### src/verilog/range_type_pkg.sv
// constants and types for the fixed-range memory type lookup
// assumes nothing beyond a SystemVerilog compiler
package range_type_pkg;
  // register file shape
  localparam int NumFixed = 11;              // 1x64k, 2x16k, 8x4k
  localparam int IdxW = 4;                   // msr index width
  localparam logic [3:0] IdxFix64k = 4'h0;   // fixed_type_64k_low
  localparam logic [3:0] IdxFix16k = 4'h1;   // first of two 16k regs
  localparam logic [3:0] IdxFix4k = 4'h3;    // first of eight 4k regs
  localparam logic [3:0] IdxDefType = 4'hB;  // default_type_register
  localparam logic [3:0] IdxExtCtl = 4'hC;   // extended encoding control
  // field positions
  localparam int TypeW = 3;                  // type code bits 2:0
  localparam int FieldW = 8;                 // byte-wide type field
  localparam int WrMemBit = 3;               // write_to_memory_bit
  localparam int RdMemBit = 4;               // read_to_memory_bit
  localparam int FeBit = 10;                 // fixed_range_enable
  localparam int EnBit = 11;                 // global enable
  localparam int ExtEnBit = 0;               // extended encoding enable
  // address slicing below one megabyte
  localparam int LowMegBits = 20;
  localparam logic [19:0] End64k = 20'h80000;
  localparam logic [19:0] End16k = 20'hC0000;
  localparam int Sel64kLsb = 16;
  localparam int Sel16kLsb = 14;
  localparam int Sel4kLsb = 12;
  localparam int Blk16kBit = 17;
  localparam int Blk4kLsb = 15;
  // reset values
  localparam logic [63:0] FixReset = 64'h0;
  localparam logic [7:0] DefTypeReset = 8'h00;
  // standard type codes
  localparam logic [2:0] TypeUc = 3'h0;
  localparam logic [2:0] TypeWc = 3'h1;
  localparam logic [2:0] TypeWt = 3'h4;
  localparam logic [2:0] TypeWp = 3'h5;
  localparam logic [2:0] TypeWb = 3'h6;
  // decoded permissions of one type
  typedef struct packed {
    logic cacheable;
    logic wcAllowed;
    logic specAllowed;
    logic readAlloc;
    logic writeAlloc;
    logic writeThrough;
    logic hitInvalidate;
    logic allocModified;
    logic undefinedType;
  } attr_t;
endpackage

### src/verilog/type_attr_if.sv
// carrier between lookup and type decoder
// assumes range_type_pkg is compiled first
`timescale 1ns/100ps
interface type_attr_if;
  logic [2:0]                 memType;  // type code to decode
  range_type_pkg::attr_t      attr;     // decoded permissions
  modport decoder (input memType, output attr);
  modport user    (output memType, input attr);
endinterface
### src/verilog/fixed_range_type_lookup.sv
// fixed-range memory type registers and address lookup
// assumes msr requests and lookups from the same core clock
//
// Functional notes
// - memory type is type field bits 2:0
// - extended: 7:5 reserved, 4:3 memory bits
// - extended bits only for fixed ranges
// - standard decode unless extended explicitly enabled
// - type 0 uncacheable, nothing allowed
// - type 1 write-combining, speculative reads allowed
// - type 4 writethrough, no write allocate
// - type 5 write-protect, write hit invalidates
// - type 6 writeback, write allocates modified
// - disabled mechanism gives uncacheable
// - cache only where a register allows
// - fixed ranges cover lowest megabyte only
// - uncovered address gets software default type
// - registers 64 bits, msr read/write
// - eight byte-wide type fields per register
// - first 512k in eight 64k ranges
// - next 256k in sixteen 16k ranges
// - top 256k in sixty-four 4k ranges
// - low byte types lowest sub-range
// - extended encoding allows I/O range use
// - global enable on all; off forces uncacheable
// - fixed enable gates fixed ranges only
`timescale 1ns/100ps
module fixed_range_type_lookup #(
  parameter int AddrW = 52  // physical address width
) (
  // clock and reset
  input  wire logic             sys_clk,
  input  wire logic             reset_n,
  // msr access port
  input  wire logic             msrReq,
  input  wire logic             msrWrite,
  input  wire logic [3:0]       msrIndex,
  input  wire logic [63:0]      msrWdata,
  output logic                  msrAck,
  output logic                  msrFault,
  output logic [63:0]           msrRdata,
  // variable-range result from outside
  input  wire logic             varHit,
  input  wire logic [7:0]       varType,
  // lookup request
  input  wire logic             lookupValid,
  input  wire logic [AddrW-1:0] lookupAddr,
  // lookup answer
  output logic                  lookupDone,
  output logic [2:0]            memType,
  output logic                  fixedHit,
  output logic                  readToMemory,
  output logic                  writeToMemory,
  output logic                  cacheable,
  output logic                  wcAllowed,
  output logic                  specAllowed,
  output logic                  readAlloc,
  output logic                  writeAlloc,
  output logic                  writeThrough,
  output logic                  hitInvalidate,
  output logic                  allocModified,
  output logic                  typeUndefined,
  // enable status
  output logic                  globalEnabled,
  output logic                  fixedEnabled,
  output logic                  extEnabled
);
  localparam int NF = range_type_pkg::NumFixed;

  // whole module state
  typedef struct packed {
    logic [NF-1:0][63:0]   fix;       // fixed-range registers
    logic [7:0]            defType;   // default type field
    logic                  fixEn;     // fixed_range_enable
    logic                  globEn;    // global enable
    logic                  extEn;     // extended encoding enable
    logic                  ack;       // msr answer strobe
    logic                  fault;     // msr index unmapped
    logic [63:0]           rdata;     // msr read data
    logic                  done;      // lookup answer strobe
    logic [2:0]            mType;     // resolved type
    logic                  fHit;      // fixed register used
    logic                  read_to_memory_bit;     // extended read bit
    logic                  write_to_memory_bit;     // extended write bit
    range_type_pkg::attr_t attr;      // decoded permissions
  } state_t;

  state_t q;  // registered state
  state_t d;  // next state

  // decoder link
  type_attr_if tif ();

  type_attr_decoder u_decoder (
    .sys_clk (sys_clk),
    .reset_n (reset_n),
    .tif     (tif.decoder)
  );

  // lookup helpers
  logic [19:0]        lowAddr;    // offset inside first megabyte
  logic               belowMeg;   // address is under one megabyte
  logic [3:0]         regSel;     // selected fixed register
  logic [2:0]         byteSel;    // selected byte lane
  logic [7:0]         fixField;   // selected type field
  logic [2:0]         effType;    // type fed to decoder
  logic               effRd;      // extended read bit in effect
  logic               effWr;      // extended write bit in effect
  logic               useFix;     // fixed field chosen
  logic [63:0]        defWord;    // default register read image

  // address split into register and byte lane
  always_comb begin
    lowAddr  = lookupAddr[range_type_pkg::LowMegBits-1:0];
    // upper bits zero means inside the fixed window
    belowMeg = (lookupAddr[AddrW-1:range_type_pkg::LowMegBits] == '0);
    if (lowAddr < range_type_pkg::End64k) begin
      // one register, 64k per byte
      regSel  = range_type_pkg::IdxFix64k;
      byteSel = lowAddr[range_type_pkg::Sel64kLsb +: 3];
    end else if (lowAddr < range_type_pkg::End16k) begin
      // two registers, 16k per byte
      regSel  = range_type_pkg::IdxFix16k
              + {3'h0, lowAddr[range_type_pkg::Blk16kBit]};
      byteSel = lowAddr[range_type_pkg::Sel16kLsb +: 3];
    end else begin
      // eight registers, 4k per byte
      regSel  = range_type_pkg::IdxFix4k
              + {1'b0, lowAddr[range_type_pkg::Blk4kLsb +: 3]};
      byteSel = lowAddr[range_type_pkg::Sel4kLsb +: 3];
    end
  end

  // pick field: lowest byte types lowest sub-range
  always_comb begin
    fixField = q.fix[regSel][byteSel*range_type_pkg::FieldW +: range_type_pkg::FieldW];
  end

  // type selection priority
  always_comb begin
    useFix  = 1'b0;
    effRd   = 1'b0;
    effWr   = 1'b0;
    if (!q.globEn) begin
      // mechanism off: uncacheable whatever the default
      effType = range_type_pkg::TypeUc;
    end else if (belowMeg && q.fixEn) begin
      // fixed ranges win under one megabyte
      useFix  = 1'b1;
      effType = fixField[range_type_pkg::TypeW-1:0];
      if (q.extEn) begin
        // extended bits only when explicitly enabled
        effRd = fixField[range_type_pkg::RdMemBit];
        effWr = fixField[range_type_pkg::WrMemBit];
      end
    end else if (varHit) begin
      // variable ranges keep the standard decode
      effType = varType[range_type_pkg::TypeW-1:0];
    end else begin
      // nothing covers it: software default
      effType = q.defType[range_type_pkg::TypeW-1:0];
    end
  end

  // hand type to decoder
  assign tif.memType = effType;

  // read image of default register, reserved bits zero
  always_comb begin
    defWord = '0;
    defWord[range_type_pkg::FieldW-1:0] = q.defType;
    defWord[range_type_pkg::FeBit] = q.fixEn;
    defWord[range_type_pkg::EnBit] = q.globEn;
  end

  // next-state logic
  always_comb begin
    d       = q;
    d.ack   = 1'b0;
    d.fault = 1'b0;
    // msr access, answered next cycle
    if (msrReq) begin
      d.ack = 1'b1;
      if (msrIndex < 4'(NF)) begin
        // fixed-range registers, full 64 bits
        if (msrWrite) begin
          d.fix[msrIndex] = msrWdata;
        end else begin
          d.rdata = q.fix[msrIndex];
        end
      end else if (msrIndex == range_type_pkg::IdxDefType) begin
        // default type and enables
        if (msrWrite) begin
          d.defType = msrWdata[range_type_pkg::FieldW-1:0];
          d.fixEn   = msrWdata[range_type_pkg::FeBit];
          d.globEn  = msrWdata[range_type_pkg::EnBit];
        end else begin
          d.rdata = defWord;
        end
      end else if (msrIndex == range_type_pkg::IdxExtCtl) begin
        // extended encoding switch
        if (msrWrite) begin
          d.extEn = msrWdata[range_type_pkg::ExtEnBit];
        end else begin
          d.rdata = 64'({q.extEn});
        end
      end else begin
        // unmapped index: fault, reads zero
        d.fault = 1'b1;
        if (!msrWrite) begin
          d.rdata = '0;
        end
      end
    end
    // lookup answer, one cycle after request
    d.done = lookupValid;
    if (lookupValid) begin
      d.mType = effType;
      d.fHit  = useFix;
      d.read_to_memory_bit = effRd;
      d.write_to_memory_bit = effWr;
      d.attr  = tif.attr;
    end
  end

  // state register, synchronous reset
  always_ff @(posedge sys_clk) begin
    if (!reset_n) begin
      q         <= '0;
      q.fix     <= {NF{range_type_pkg::FixReset}};
      q.defType <= range_type_pkg::DefTypeReset;
    end else begin
      q <= d;
    end
  end

  // outputs straight from state
  assign msrAck        = q.ack;
  assign msrFault      = q.fault;
  assign msrRdata      = q.rdata;
  assign lookupDone    = q.done;
  assign memType       = q.mType;
  assign fixedHit      = q.fHit;
  assign readToMemory  = q.read_to_memory_bit;
  assign writeToMemory = q.write_to_memory_bit;
  assign cacheable     = q.attr.cacheable;
  assign wcAllowed     = q.attr.wcAllowed;
  assign specAllowed   = q.attr.specAllowed;
  assign readAlloc     = q.attr.readAlloc;
  assign writeAlloc    = q.attr.writeAlloc;
  assign writeThrough  = q.attr.writeThrough;
  assign hitInvalidate = q.attr.hitInvalidate;
  assign allocModified = q.attr.allocModified;
  assign typeUndefined = q.attr.undefinedType;
  assign globalEnabled = q.globEn;
  assign fixedEnabled  = q.fixEn;
  assign extEnabled    = q.extEn;

  // checks

  // disabled mechanism answers uncacheable
  a_disabled_gives_uc: assert property (@(posedge sys_clk) disable iff (!reset_n)
    lookupValid && !q.globEn
      |=> lookupDone && memType == range_type_pkg::TypeUc && !cacheable)
    else $error("disabled lookup not uncacheable");

  // answer exactly one cycle after request
  a_lookup_latency: assert property (@(posedge sys_clk) disable iff (!reset_n)
    lookupValid |=> lookupDone ##1 (lookupDone == $past(lookupValid)))
    else $error("lookup answer timing wrong");

  // msr request answered next cycle
  a_msr_ack_next: assert property (@(posedge sys_clk) disable iff (!reset_n)
    msrReq |=> msrAck && (msrFault == ($past(msrIndex) > range_type_pkg::IdxExtCtl)))
    else $error("msr answer missing or fault wrong");

  // write, idle cycle, then read of a fixed register returns it
  a_msr_readback: assert property (@(posedge sys_clk) disable iff (!reset_n)
    msrReq && msrWrite && msrIndex == range_type_pkg::IdxFix64k
      ##1 !msrReq
      ##1 msrReq && !msrWrite && msrIndex == range_type_pkg::IdxFix64k
      |=> msrRdata == $past(msrWdata, 3))
    else $error("fixed register readback wrong");

  // address zero uses low byte of first register
  a_low_byte_first: assert property (@(posedge sys_clk) disable iff (!reset_n)
    lookupValid && lookupAddr == '0 && q.globEn && q.fixEn
      |=> fixedHit && memType == $past(q.fix[0][2:0]))
    else $error("address zero did not use lowest field");

  // above one megabyte never uses a fixed field
  a_fixed_low_meg: assert property (@(posedge sys_clk) disable iff (!reset_n)
    lookupValid && !belowMeg |=> !fixedHit)
    else $error("fixed range used above one megabyte");

  // fixed enable off with no variable hit falls to default
  a_fe_off_default: assert property (@(posedge sys_clk) disable iff (!reset_n)
    lookupValid && q.globEn && !q.fixEn && !varHit
      |=> !fixedHit && memType == $past(q.defType[2:0]))
    else $error("default type not applied");

  // extended bits appear only on fixed hits with ext on
  a_ext_bits_gated: assert property (@(posedge sys_clk) disable iff (!reset_n)
    lookupValid ##1 (readToMemory || writeToMemory) |-> fixedHit && $past(q.extEn))
    else $error("extended bits outside fixed ext mode");

  // write-protect invalidates on write hit
  a_wp_invalidates: assert property (@(posedge sys_clk) disable iff (!reset_n)
    lookupDone && memType == range_type_pkg::TypeWp
      |-> hitInvalidate && readAlloc && !writeAlloc)
    else $error("write-protect attributes wrong");

  // writethrough never allocates on write miss
  a_wt_no_walloc: assert property (@(posedge sys_clk) disable iff (!reset_n)
    lookupDone && memType == range_type_pkg::TypeWt
      |-> writeThrough && !writeAlloc && cacheable)
    else $error("writethrough attributes wrong");

  // cacheable answers only from a cacheable type with ranges on
  a_cache_only_typed: assert property (@(posedge sys_clk) disable iff (!reset_n)
    lookupValid ##1 cacheable
      |-> $past(q.globEn) && (memType == range_type_pkg::TypeWt
        || memType == range_type_pkg::TypeWp || memType == range_type_pkg::TypeWb))
    else $error("cacheable answer without cacheable type");

  // extended bits stay low until explicitly enabled
  a_ext_off_no_bits: assert property (@(posedge sys_clk) disable iff (!reset_n)
    lookupValid && !q.extEn |=> !readToMemory && !writeToMemory)
    else $error("extended bits reported while disabled");

  // variable ranges use the standard decode only
  a_var_std_decode: assert property (@(posedge sys_clk) disable iff (!reset_n)
    lookupValid && q.globEn && !(belowMeg && q.fixEn) && varHit
      |=> memType == $past(varType[range_type_pkg::TypeW-1:0]) && !fixedHit
        && !readToMemory && !writeToMemory)
    else $error("variable range type decoded wrong");

  // unmapped index leaves every register untouched
  a_fault_no_write: assert property (@(posedge sys_clk) disable iff (!reset_n)
    msrReq && msrWrite && msrIndex > range_type_pkg::IdxExtCtl
      |=> $stable(q.fix) && $stable(q.defType) && $stable({q.globEn, q.fixEn, q.extEn}))
    else $error("unmapped write changed a register");

  // read data holds between read answers
  a_rdata_holds: assert property (@(posedge sys_clk) disable iff (!reset_n)
    !(msrReq && !msrWrite) |=> $stable(msrRdata))
    else $error("read data changed without a read");

endmodule

### src/verilog/type_attr_decoder.sv
// decodes a three-bit memory type into permissions
// assumes a combinational caller that registers the result
`timescale 1ns/100ps
module type_attr_decoder (
  // clock, only for the checks
  input wire logic    sys_clk,
  input wire logic    reset_n,
  // type in, attributes out
  type_attr_if.decoder tif
);
  // one case per standard code
  always_comb begin
    tif.attr = '0;
    unique case (tif.memType)
      range_type_pkg::TypeUc: begin
        tif.attr = '0;
      end
      range_type_pkg::TypeWc: begin
        tif.attr.wcAllowed   = 1'b1;
        tif.attr.specAllowed = 1'b1;
      end
      range_type_pkg::TypeWt: begin
        tif.attr.cacheable    = 1'b1;
        tif.attr.readAlloc    = 1'b1;
        tif.attr.writeThrough = 1'b1;
      end
      range_type_pkg::TypeWp: begin
        tif.attr.cacheable     = 1'b1;
        tif.attr.readAlloc     = 1'b1;
        tif.attr.writeThrough  = 1'b1;
        tif.attr.hitInvalidate = 1'b1;
      end
      range_type_pkg::TypeWb: begin
        tif.attr.cacheable     = 1'b1;
        tif.attr.readAlloc     = 1'b1;
        tif.attr.writeAlloc    = 1'b1;
        tif.attr.allocModified = 1'b1;
      end
      default: begin
        // codes 2, 3, 7: flagged, never cached
        tif.attr.undefinedType = 1'b1;
      end
    endcase
  end

  a_uc_blocks_all: assert property (@(posedge sys_clk) disable iff (!reset_n)
    tif.memType == range_type_pkg::TypeUc |-> tif.attr == '0)
    else $error("uncacheable type grants a permission");
  a_wc_no_cache: assert property (@(posedge sys_clk) disable iff (!reset_n)
    tif.memType == range_type_pkg::TypeWc
      |-> !tif.attr.cacheable && tif.attr.wcAllowed && tif.attr.specAllowed)
    else $error("write-combining permissions wrong");
  a_wb_alloc_mod: assert property (@(posedge sys_clk) disable iff (!reset_n)
    tif.memType == range_type_pkg::TypeWb
      |-> tif.attr.writeAlloc && tif.attr.allocModified && !tif.attr.writeThrough)
    else $error("writeback allocation wrong");
  a_undef_uncached: assert property (@(posedge sys_clk) disable iff (!reset_n)
    tif.attr.undefinedType |-> !tif.attr.cacheable && !tif.attr.wcAllowed)
    else $error("undefined type is cached");
endmodule

### config.mk
export PLATFORM = sky130hd
export DESIGN_NAME = fixed_range_type_lookup
export DESIGN_NICKNAME = d
export VERILOG_FILES = /design/src/verilog/range_type_pkg.sv /design/src/verilog/type_attr_if.sv /design/src/verilog/fixed_range_type_lookup.sv /design/src/verilog/type_attr_decoder.sv
export SDC_FILE = /design/constraint.sdc
export NUM_CORES = 2
export LEC_CHECK = 0
export BUFFER_PORTS_ARGS = -buffer_cell sky130_fd_sc_hd__clkbuf_2
export CAP_MARGIN = 20
export CORE_ASPECT_RATIO = 0.9
export CORE_MARGIN = 10
export CORE_UTILIZATION = 55
export CTS_BUF_LIST = sky130_fd_sc_hd__clkbuf_8
export DETAILED_ROUTE_END_ITERATION = 8
export GPL_TIMING_DRIVEN = 0
export PLACE_DENSITY = 0.73
export SLEW_MARGIN = 0
export SYNTH_ARGS = -nofsm -noshare
export SYNTH_HDL_FRONTEND = slang
export SYNTH_SLANG_ARGS = --single-unit
export TNS_END_PERCENT = 50
### constraint.sdc
create_clock -name sys_clk -period 3.4 [get_ports sys_clk]
set_input_delay 0.51 -clock sys_clk [delete_from_list [all_inputs] [get_ports sys_clk]]
set_output_delay 0.51 -clock sys_clk [all_outputs]
set_load 0.01 [all_outputs]
# After elaboration in Yosys (flattened, before gate mapping)
# Index checks and enable logic that the tools add are counted.
totals:
  output_inout_bits: 85
  in_bits: 134
  elab_cells: 101
  ff_bits: 795
op_classes:
  add_sub_neg: 2
  order_cmp: 6
  n_reduce_logical: 12
  n_shift: 1
  muxes: 39
  bitwise: 5
  n_eq_ne: 6
op_table:
  columns: ["op", "n"]
  rows:
  - ["$bwmux W704", 1]
  - ["$mux W64", 10]
  - ["$bmux W64 S4", 2]
  - ["$demux W64 S4", 1]
  - ["$mux W66", 1]
  - ["$shiftx A64 B7 Y5", 1]
  - ["$lt A20 B20 Y1 const B", 2]
  - ["$logic_not A32 Y1", 1]
  - ["$mux W1", 16]
  - ["$mux W3", 5]
  - ["$lt A4 B5 Y1 const B", 2]
  - ["$eq A3 B3 Y1 const B", 3]
  - ["$eq A4 B4 Y1 const B", 2]
  - ["$mux W4", 2]
  - ["$not A1 Y1", 5]
  - ["$reduce_and A5 Y1", 1]
  - ["$reduce_or A5 Y1", 1]
  - ["$add A2 B3 Y4 const A", 1]
  - ["$ge A4 B1 Y1 const B", 1]
  - ["$lt A4 B4 Y1 const B", 1]
  - ["$reduce_and A4 Y1", 1]
  - ["$reduce_or A4 Y1", 1]
  - ["$eq A3 B1 Y1 const B", 1]
  - ["$logic_not A3 Y1", 1]
  - ["7 further kinds", 8]

# Depth between registers and ports, before layout
logic_depth:
  depth_word: 11
  depth_mapped: 15

# Modules after synthesis
# Synthesis repeated with hierarchy kept, for this count alone.
hier_totals:
  cells_unflattened: 4828
  hier_area_um2: 40556.4
modules_own_cells:
  columns: ["mod", "area_per_inst_um2", "n_inst", "cells_per_inst", "seq_area_each_um2"]
  rows:
  - ["fixed_range_type_lookup", 40483.8, 1, 4818, 15955.3]
  - ["type_attr_decoder", 72.6, 1, 10, 0.0]

# Worst setup path before layout
# No wires, ideal clock.
synth_timing:
  kind: "input port to flip-flop"
  startpoint: "input lookupAddr[15]"
  endpoint: "register q, in the netlist readAlloc"
  path_stages: 13
  setup_slack_ns: 0.370
  setup_ns: 0.117
  t_arrival_ns: 2.912
  required_ns: 3.283
  path_cell_list: "inv_1 ha_1 buf_2 nand2_1 o221a_2 a211oi_1 a2111o_1 nand2b_1 o2111ai_1 nor3_1 o31a_1 or2_0 a32o_1"
synth_between:
  elab_chain_len: 11
  word_cells_on_any_way: 17
  classes_between: "add/sub: 1; order compare: 2; eq/ne: 3; shift: 1; mux: 9; reduce/logical: 1"
synth_lines:
  columns: ["item", "line_no", "rtl"]
  rows:
  - ["start, declared", "fixed_range_type_lookup.sv:47", "input wire logic [AddrW-1:0] lookupAddr,"]
  - ["$lt A20 B20 Y1 or $add A2 B3 Y4 (tied branches)", "fixed_range_type_lookup.sv:121, fixed_range_type_lookup.sv:129", null]
  - ["$mux W4", "fixed_range_type_lookup.sv:121", "end else if (lowAddr < range_type_pkg::End16k) begin"]
  - ["$mux W4", "fixed_range_type_lookup.sv:117", "if (lowAddr < range_type_pkg::End64k) begin"]
  - ["$bmux W64 S4", "fixed_range_type_lookup.sv:136", "fixField = q.fix[regSel][byteSel*range_type_pkg::FieldW +: range_type_pkg::FieldW];"]
  - ["$mux W64 (implied by the code)", "fixed_range_type_lookup.sv:136", null]
  - ["$shiftx A64 B7 Y5 (*)", "fixed_range_type_lookup.sv:136", null]
  - ["$mux W3 (*)", "fixed_range_type_lookup.sv:147", "end else if (belowMeg && q.fixEn) begin"]
  - ["$mux W3 (*)", "fixed_range_type_lookup.sv:144", "if (!q.globEn) begin"]
  - ["$eq A3 B3 Y1", "type_attr_decoder.sv:14", "unique case (tif.memType)"]
  - ["$reduce_or A3 Y1 (no source line) (*)", null, null]
  - ["$mux W1 (*)", "type_attr_decoder.sv:14", null]
  - ["end, declared", "fixed_range_type_lookup.sv:88", "state_t q;"]
# Mark *: on every way between the ends. The rest lies on a longest branch, timed or not. The select of a mux whose other input is x is not followed.
# A chain may end at the register's enable or synchronous reset.

# Worst setup path in the final report
layout_timing:
  startpoint: "input msrIndex[2]"
  endpoint: "register q[707] (netlist bit)"
layout_between:
  elab_chain_len: 5
  word_cells_on_any_way: 8
  classes_between: "order compare: 3; mux: 3; reduce/logical: 2"
layout_lines:
  columns: ["item", "line_no", "rtl"]
  rows:
  - ["start, declared", "fixed_range_type_lookup.sv:37", "input wire logic [3:0] msrIndex,"]
  - ["$lt A4 B5 Y1 (implied by the code) or $ge A4 B1 Y1 (tied branches)", "fixed_range_type_lookup.sv:187", "d.fix[msrIndex] = msrWdata;"]
  - ["$logic_and A1 B1 Y1 (implied by the code)", "fixed_range_type_lookup.sv:187", null]
  - ["$mux W64 (implied by the code)", "fixed_range_type_lookup.sv:187", null]
  - ["$demux W64 S4", "fixed_range_type_lookup.sv:187", null]
  - ["$bwmux W704", "fixed_range_type_lookup.sv:187", null]
# Several ways; a longest one is shown, not always the timed one.

==> summary.txt <==
Status
  • Status: complete, but fails checks
  • Failing checks: negative setup slack

Timing
  • Final hold vios: 0
  • Clock skew: between 50 and 60 ps
  • Slew @ Worst Pin: around 1400 ps
  • Crit path time final: approximately 3600 ps
  • Crit share post-route: 106%
  • Max Fclk: 0.278 GHz
  • Final setup margin: -192 ps
  • RSZ-0062 raised after global routing: true
  • Slew HR: 6.45%
  • Count of final setup violators: 112
  • Max-slew violation count: 0
  • Worst hold slack: roughly 28 ps

Placement
  • Dpl cell area: 42,500 um2
  • PortBufs: 194
  • Final Wtd Congestion: 1.04
  • Hpwl dp: about 140,000 um

Yosys
  • Multiplexer area fraction after synthesis: 12.9%
  • Largest area contributor in the netlist: dfxtp_1
  • Share of the synthesized area in the top cell type: 40.0%
  • Largest family of logic cells by synthesized area: compound AO/OA/AOI/OAI gates
  • Yosys cell types: 68
  • Most common cell in the netlist: nand2_1
  • EDFF count, synth: 0
  • Yosys reg bits: between 700 and 800
  • Simple-gate area share of the yosys netlist: 19.6%
  • Synth Area in Compound Gates: 21.3%
  • Synth Area in Adders: 0.0315%
  • Post-Syn Area: a little under 40,000 um2
  • Synthesized instance count: around 4,700
  • Register area share after synthesis: 40.0%
  • Top cells by area, synth: dfxtp_1 40%, nand2_1 15%, a21boi_0 14%
  • Post-Syn Area per Cell: 8.38 um2
  • Most frequent cells after synthesis: 1,632 x nand2_1, 794 x dfxtp_1, 716 x a21boi_0
  • Yosys warns: 0
  • Main synth FF type: dfxtp_1
  • XOR/XNOR Fraction of Synth Area: 0.0220%
  • Ys async rst share: 0%
  • Syn nets: 4,881

Critical path
  • CP dominant cell by count: clkbuf_1
  • Critical path data arrival time: 4320 ps
  • Critical R2R Capture: readAlloc$_SDFFE_PN0P_
  • Worst setup SP type: input pin
  • Highest cell delay on the worst timing path: slightly below 900 ps
  • CP max-delay cell: clkbuf_1
  • Crit path kind: in2reg
  • Reg2reg start: fixedEnabled$_SDFFE_PN0P_
  • Crit path buffers/inverters: 4
  • CP Cell Sequence: clkbuf_2 > clkbuf_1 > nand2b_1 > clkbuf_1 > nor2_1 > nand2_1 > clkbuf_1 > nand2_1 > a21boi_0
  • Critical path fanouts, max: 10
  • Flop2flop setup slack: 170 ps
  • R2R depth: 8
  • WP data required: 4130 ps
  • CP delay by family, top: buffers and inverters
  • Crit end category: flop

Route
  • Vias per inst: 6.58
  • Vias: 41,200
  • Detailed-route DRC error count: 0
  • Detailed Route Iter0 Violations: 6,572
  • Initial DRT Pass Iterations: 7
  • DR WL/cell: 31.2 um
  • Final antenna-violating net count: 0
  • Final wirelength: 196,000 um

GRT
  • Largest net degree at the start of global routing: 17
  • First-pass GRT wire length: 273,000 um
  • Grt ovf: 0
  • Initial antenna violation count: 20
  • All-layer global routing usage: 45.6%
  • Vias in the first global route: 37,900

Run
  • Number of max-cap violations: 0

Clock tree
  • Worst skew pair latency: around 840 ps
  • Bufs on Longest Clock Path: 3
  • TritonCTS clock tree: yes
  • Clk root buf: clkbuf_8
  • TritonCTS buffer count: 135
  • Worst-path clk slew: 50 ps
  • CTS sink cnt: 794
  • CTS H-tree depth: 4

Hold path
  • Worst min-delay path class: in2reg
  • Hold Startpoint: msrWdata[19]
  • WHS Endpoint: q[112]$_SDFFE_PN0P_
  • Hold depth: 3

Floorplanning
  • IO Pins: 219
  • Core area: 71,600 um2
  • Die Wd: 303 um
  • Height of the chip: 275 um
  • Initial core utilization: 55.6%
  • Die area: 83,400 um2
  • # rows: 93

Power and ir drop
  • Total power: just over 20 mW
  • Pwr/cell area: 442 nW/um2
  • Maximum vdd drop: ~340 uV
  • Leakage Power: between 15 and 20 nW

Cells and area
  • Synth-to-layout area growth: 16.7%
  • Final core occ: 64.8%
  • Post-route cell area: 46,400 um2
  • Nets: 5,328
  • Layout cells sized above 1: 15.4%
-- sequential cells by signal (all words and copies together) (netlist names) --
| signal | cells |
|---|---|
| writeThrough | 1 |
| globalEnabled | 1 |
| msrAck | 1 |
| msrFault | 1 |
| wcAllowed | 1 |
| memType | 3 |
| defWord | 8 |
| fixedHit | 1 |
| hitInvalidate | 1 |
| fixedEnabled | 1 |
| allocModified | 1 |
| msrRdata | 64 |
| typeUndefined | 1 |
| readAlloc | 1 |
| lookupDone | 1 |
| extEnabled | 1 |
| q | 704 |
| readToMemory | 1 |
| writeToMemory | 1 |
-- cell families (layout without fill, tap and decap cells) --
group / Yosys count / in the layout
compound gates: 1150 / 1150
simple gates: 1947 / 1947
flops: 794 / 794
fa+ha+maj: 1 / 1
mux: 303 / 303
other cells: 0 / 29
buf+inv: 550 / 1095
xor+xnor: 1 / 1
-- how the worst max path moves through the flow --
stage	startpoint	to	slack, ps	depth (start not counted)
CTS	lookupAddr[15]	readToMemory$_SDFFE_PN0P_	-110	16
global placement	lookupAddr[19]	readToMemory$_SDFFE_PN0P_	-2680	13
floorplan	lookupAddr[15]	readAlloc$_SDFFE_PN0P_	370	13
detailed placement	lookupAddr[15]	readToMemory$_SDFFE_PN0P_	-2150	15
global route	lookupAddr[18]	readToMemory$_SDFFE_PN0P_	-70	15
finish	msrIndex[2]	q[707]$_SDFFE_PN0P_	-190	9
-- per-layer routing --
metal / share of wire, % / global-route usage, % / vias to the layer above
li1: - / - / 17200
met4: 8.2 / 31.0 / 8
met2: 40 / 63.0 / 3541
met1: 36 / 56.6 / 19600
met3: 16 / 19.6 / 867
met5: 0.19 / 2.73 / -
-- worst register-to-register path, cell delays in order, from the launching register on --
cell      delay (ps)
dfxtp_1          410
nor4b_1          260
nand4_1          150
nor3_2           580
and2_1           560
o311ai_0         250
o31a_2           460
or2_0            240
a32o_1           200
-- power by group --
group	switching, mW	internal [mW]	total [mW]
clock network	4.21	4.28	8.49
logic	1.83	0.760	2.59
registers	0.0599	9.38	9.44
total	6.09	14.4	20.5
-- cells in the final DEF, fill, tap and decap left out, drive strengths merged, types with 13 or more instances in the layout --
master	Yosys	final
a22oi	62	62
nor2b	64	64
diode	0	29
o21ai	14	14
nor2	92	92
a31oi	30	30
o211a	15	15
nand2	1634	1634
nand3	60	60
nand4	15	15
nor3	13	13
a21oi	91	91
inv	23	84
a311oi	37	37
and3	35	35
mux2i	138	138
a221oi	35	35
dlygate4sd3	0	65
dfxtp	794	794
o211ai	14	14
a21boi	716	716
o22ai	88	88
clkbuf	375	729
buf	152	200
mux4	163	163
a211oi	24	24
-- area by class of cell --
cell class | instances | area (um2)
fillers | 6216 | 25200
multi-input cells | 3402 | 21700
flip-flops and latches | 794 | 15900
plain buffers | 527 | 2550
repair buffers | 310 | 2370
clock buffers | 161 | 2220
well taps | 950 | 1190
clock inverters | 74 | 330
inverters | 23 | 86.3
diodes | 29 | 72.6
-- per-stage QoR --
stage	setup WS (ps)	setup TNS (ps)	std cells
6_report	-192	-6440	6270
5_1_grt	-71.2	-152	6246
4_1_cts	-109	-330	6233
3_5_place_dp	-2150	-1122570	5926
3_3_place_gp	-2680	-1347920	5890
2_1_floorplan	370	0	4746
-- what timing repair did --
action / CTS / global route
gates resized for setup: 73 / 76
pin swaps: 4 / 3
endpoints found under the setup margin: 773 / 280
endpoints found under the hold margin: 76 / 0
hold buffers: 65 / 0
cloned: 0 / 0
buffers inserted: 7 / 2
Power figures use the tool's default switching activity.
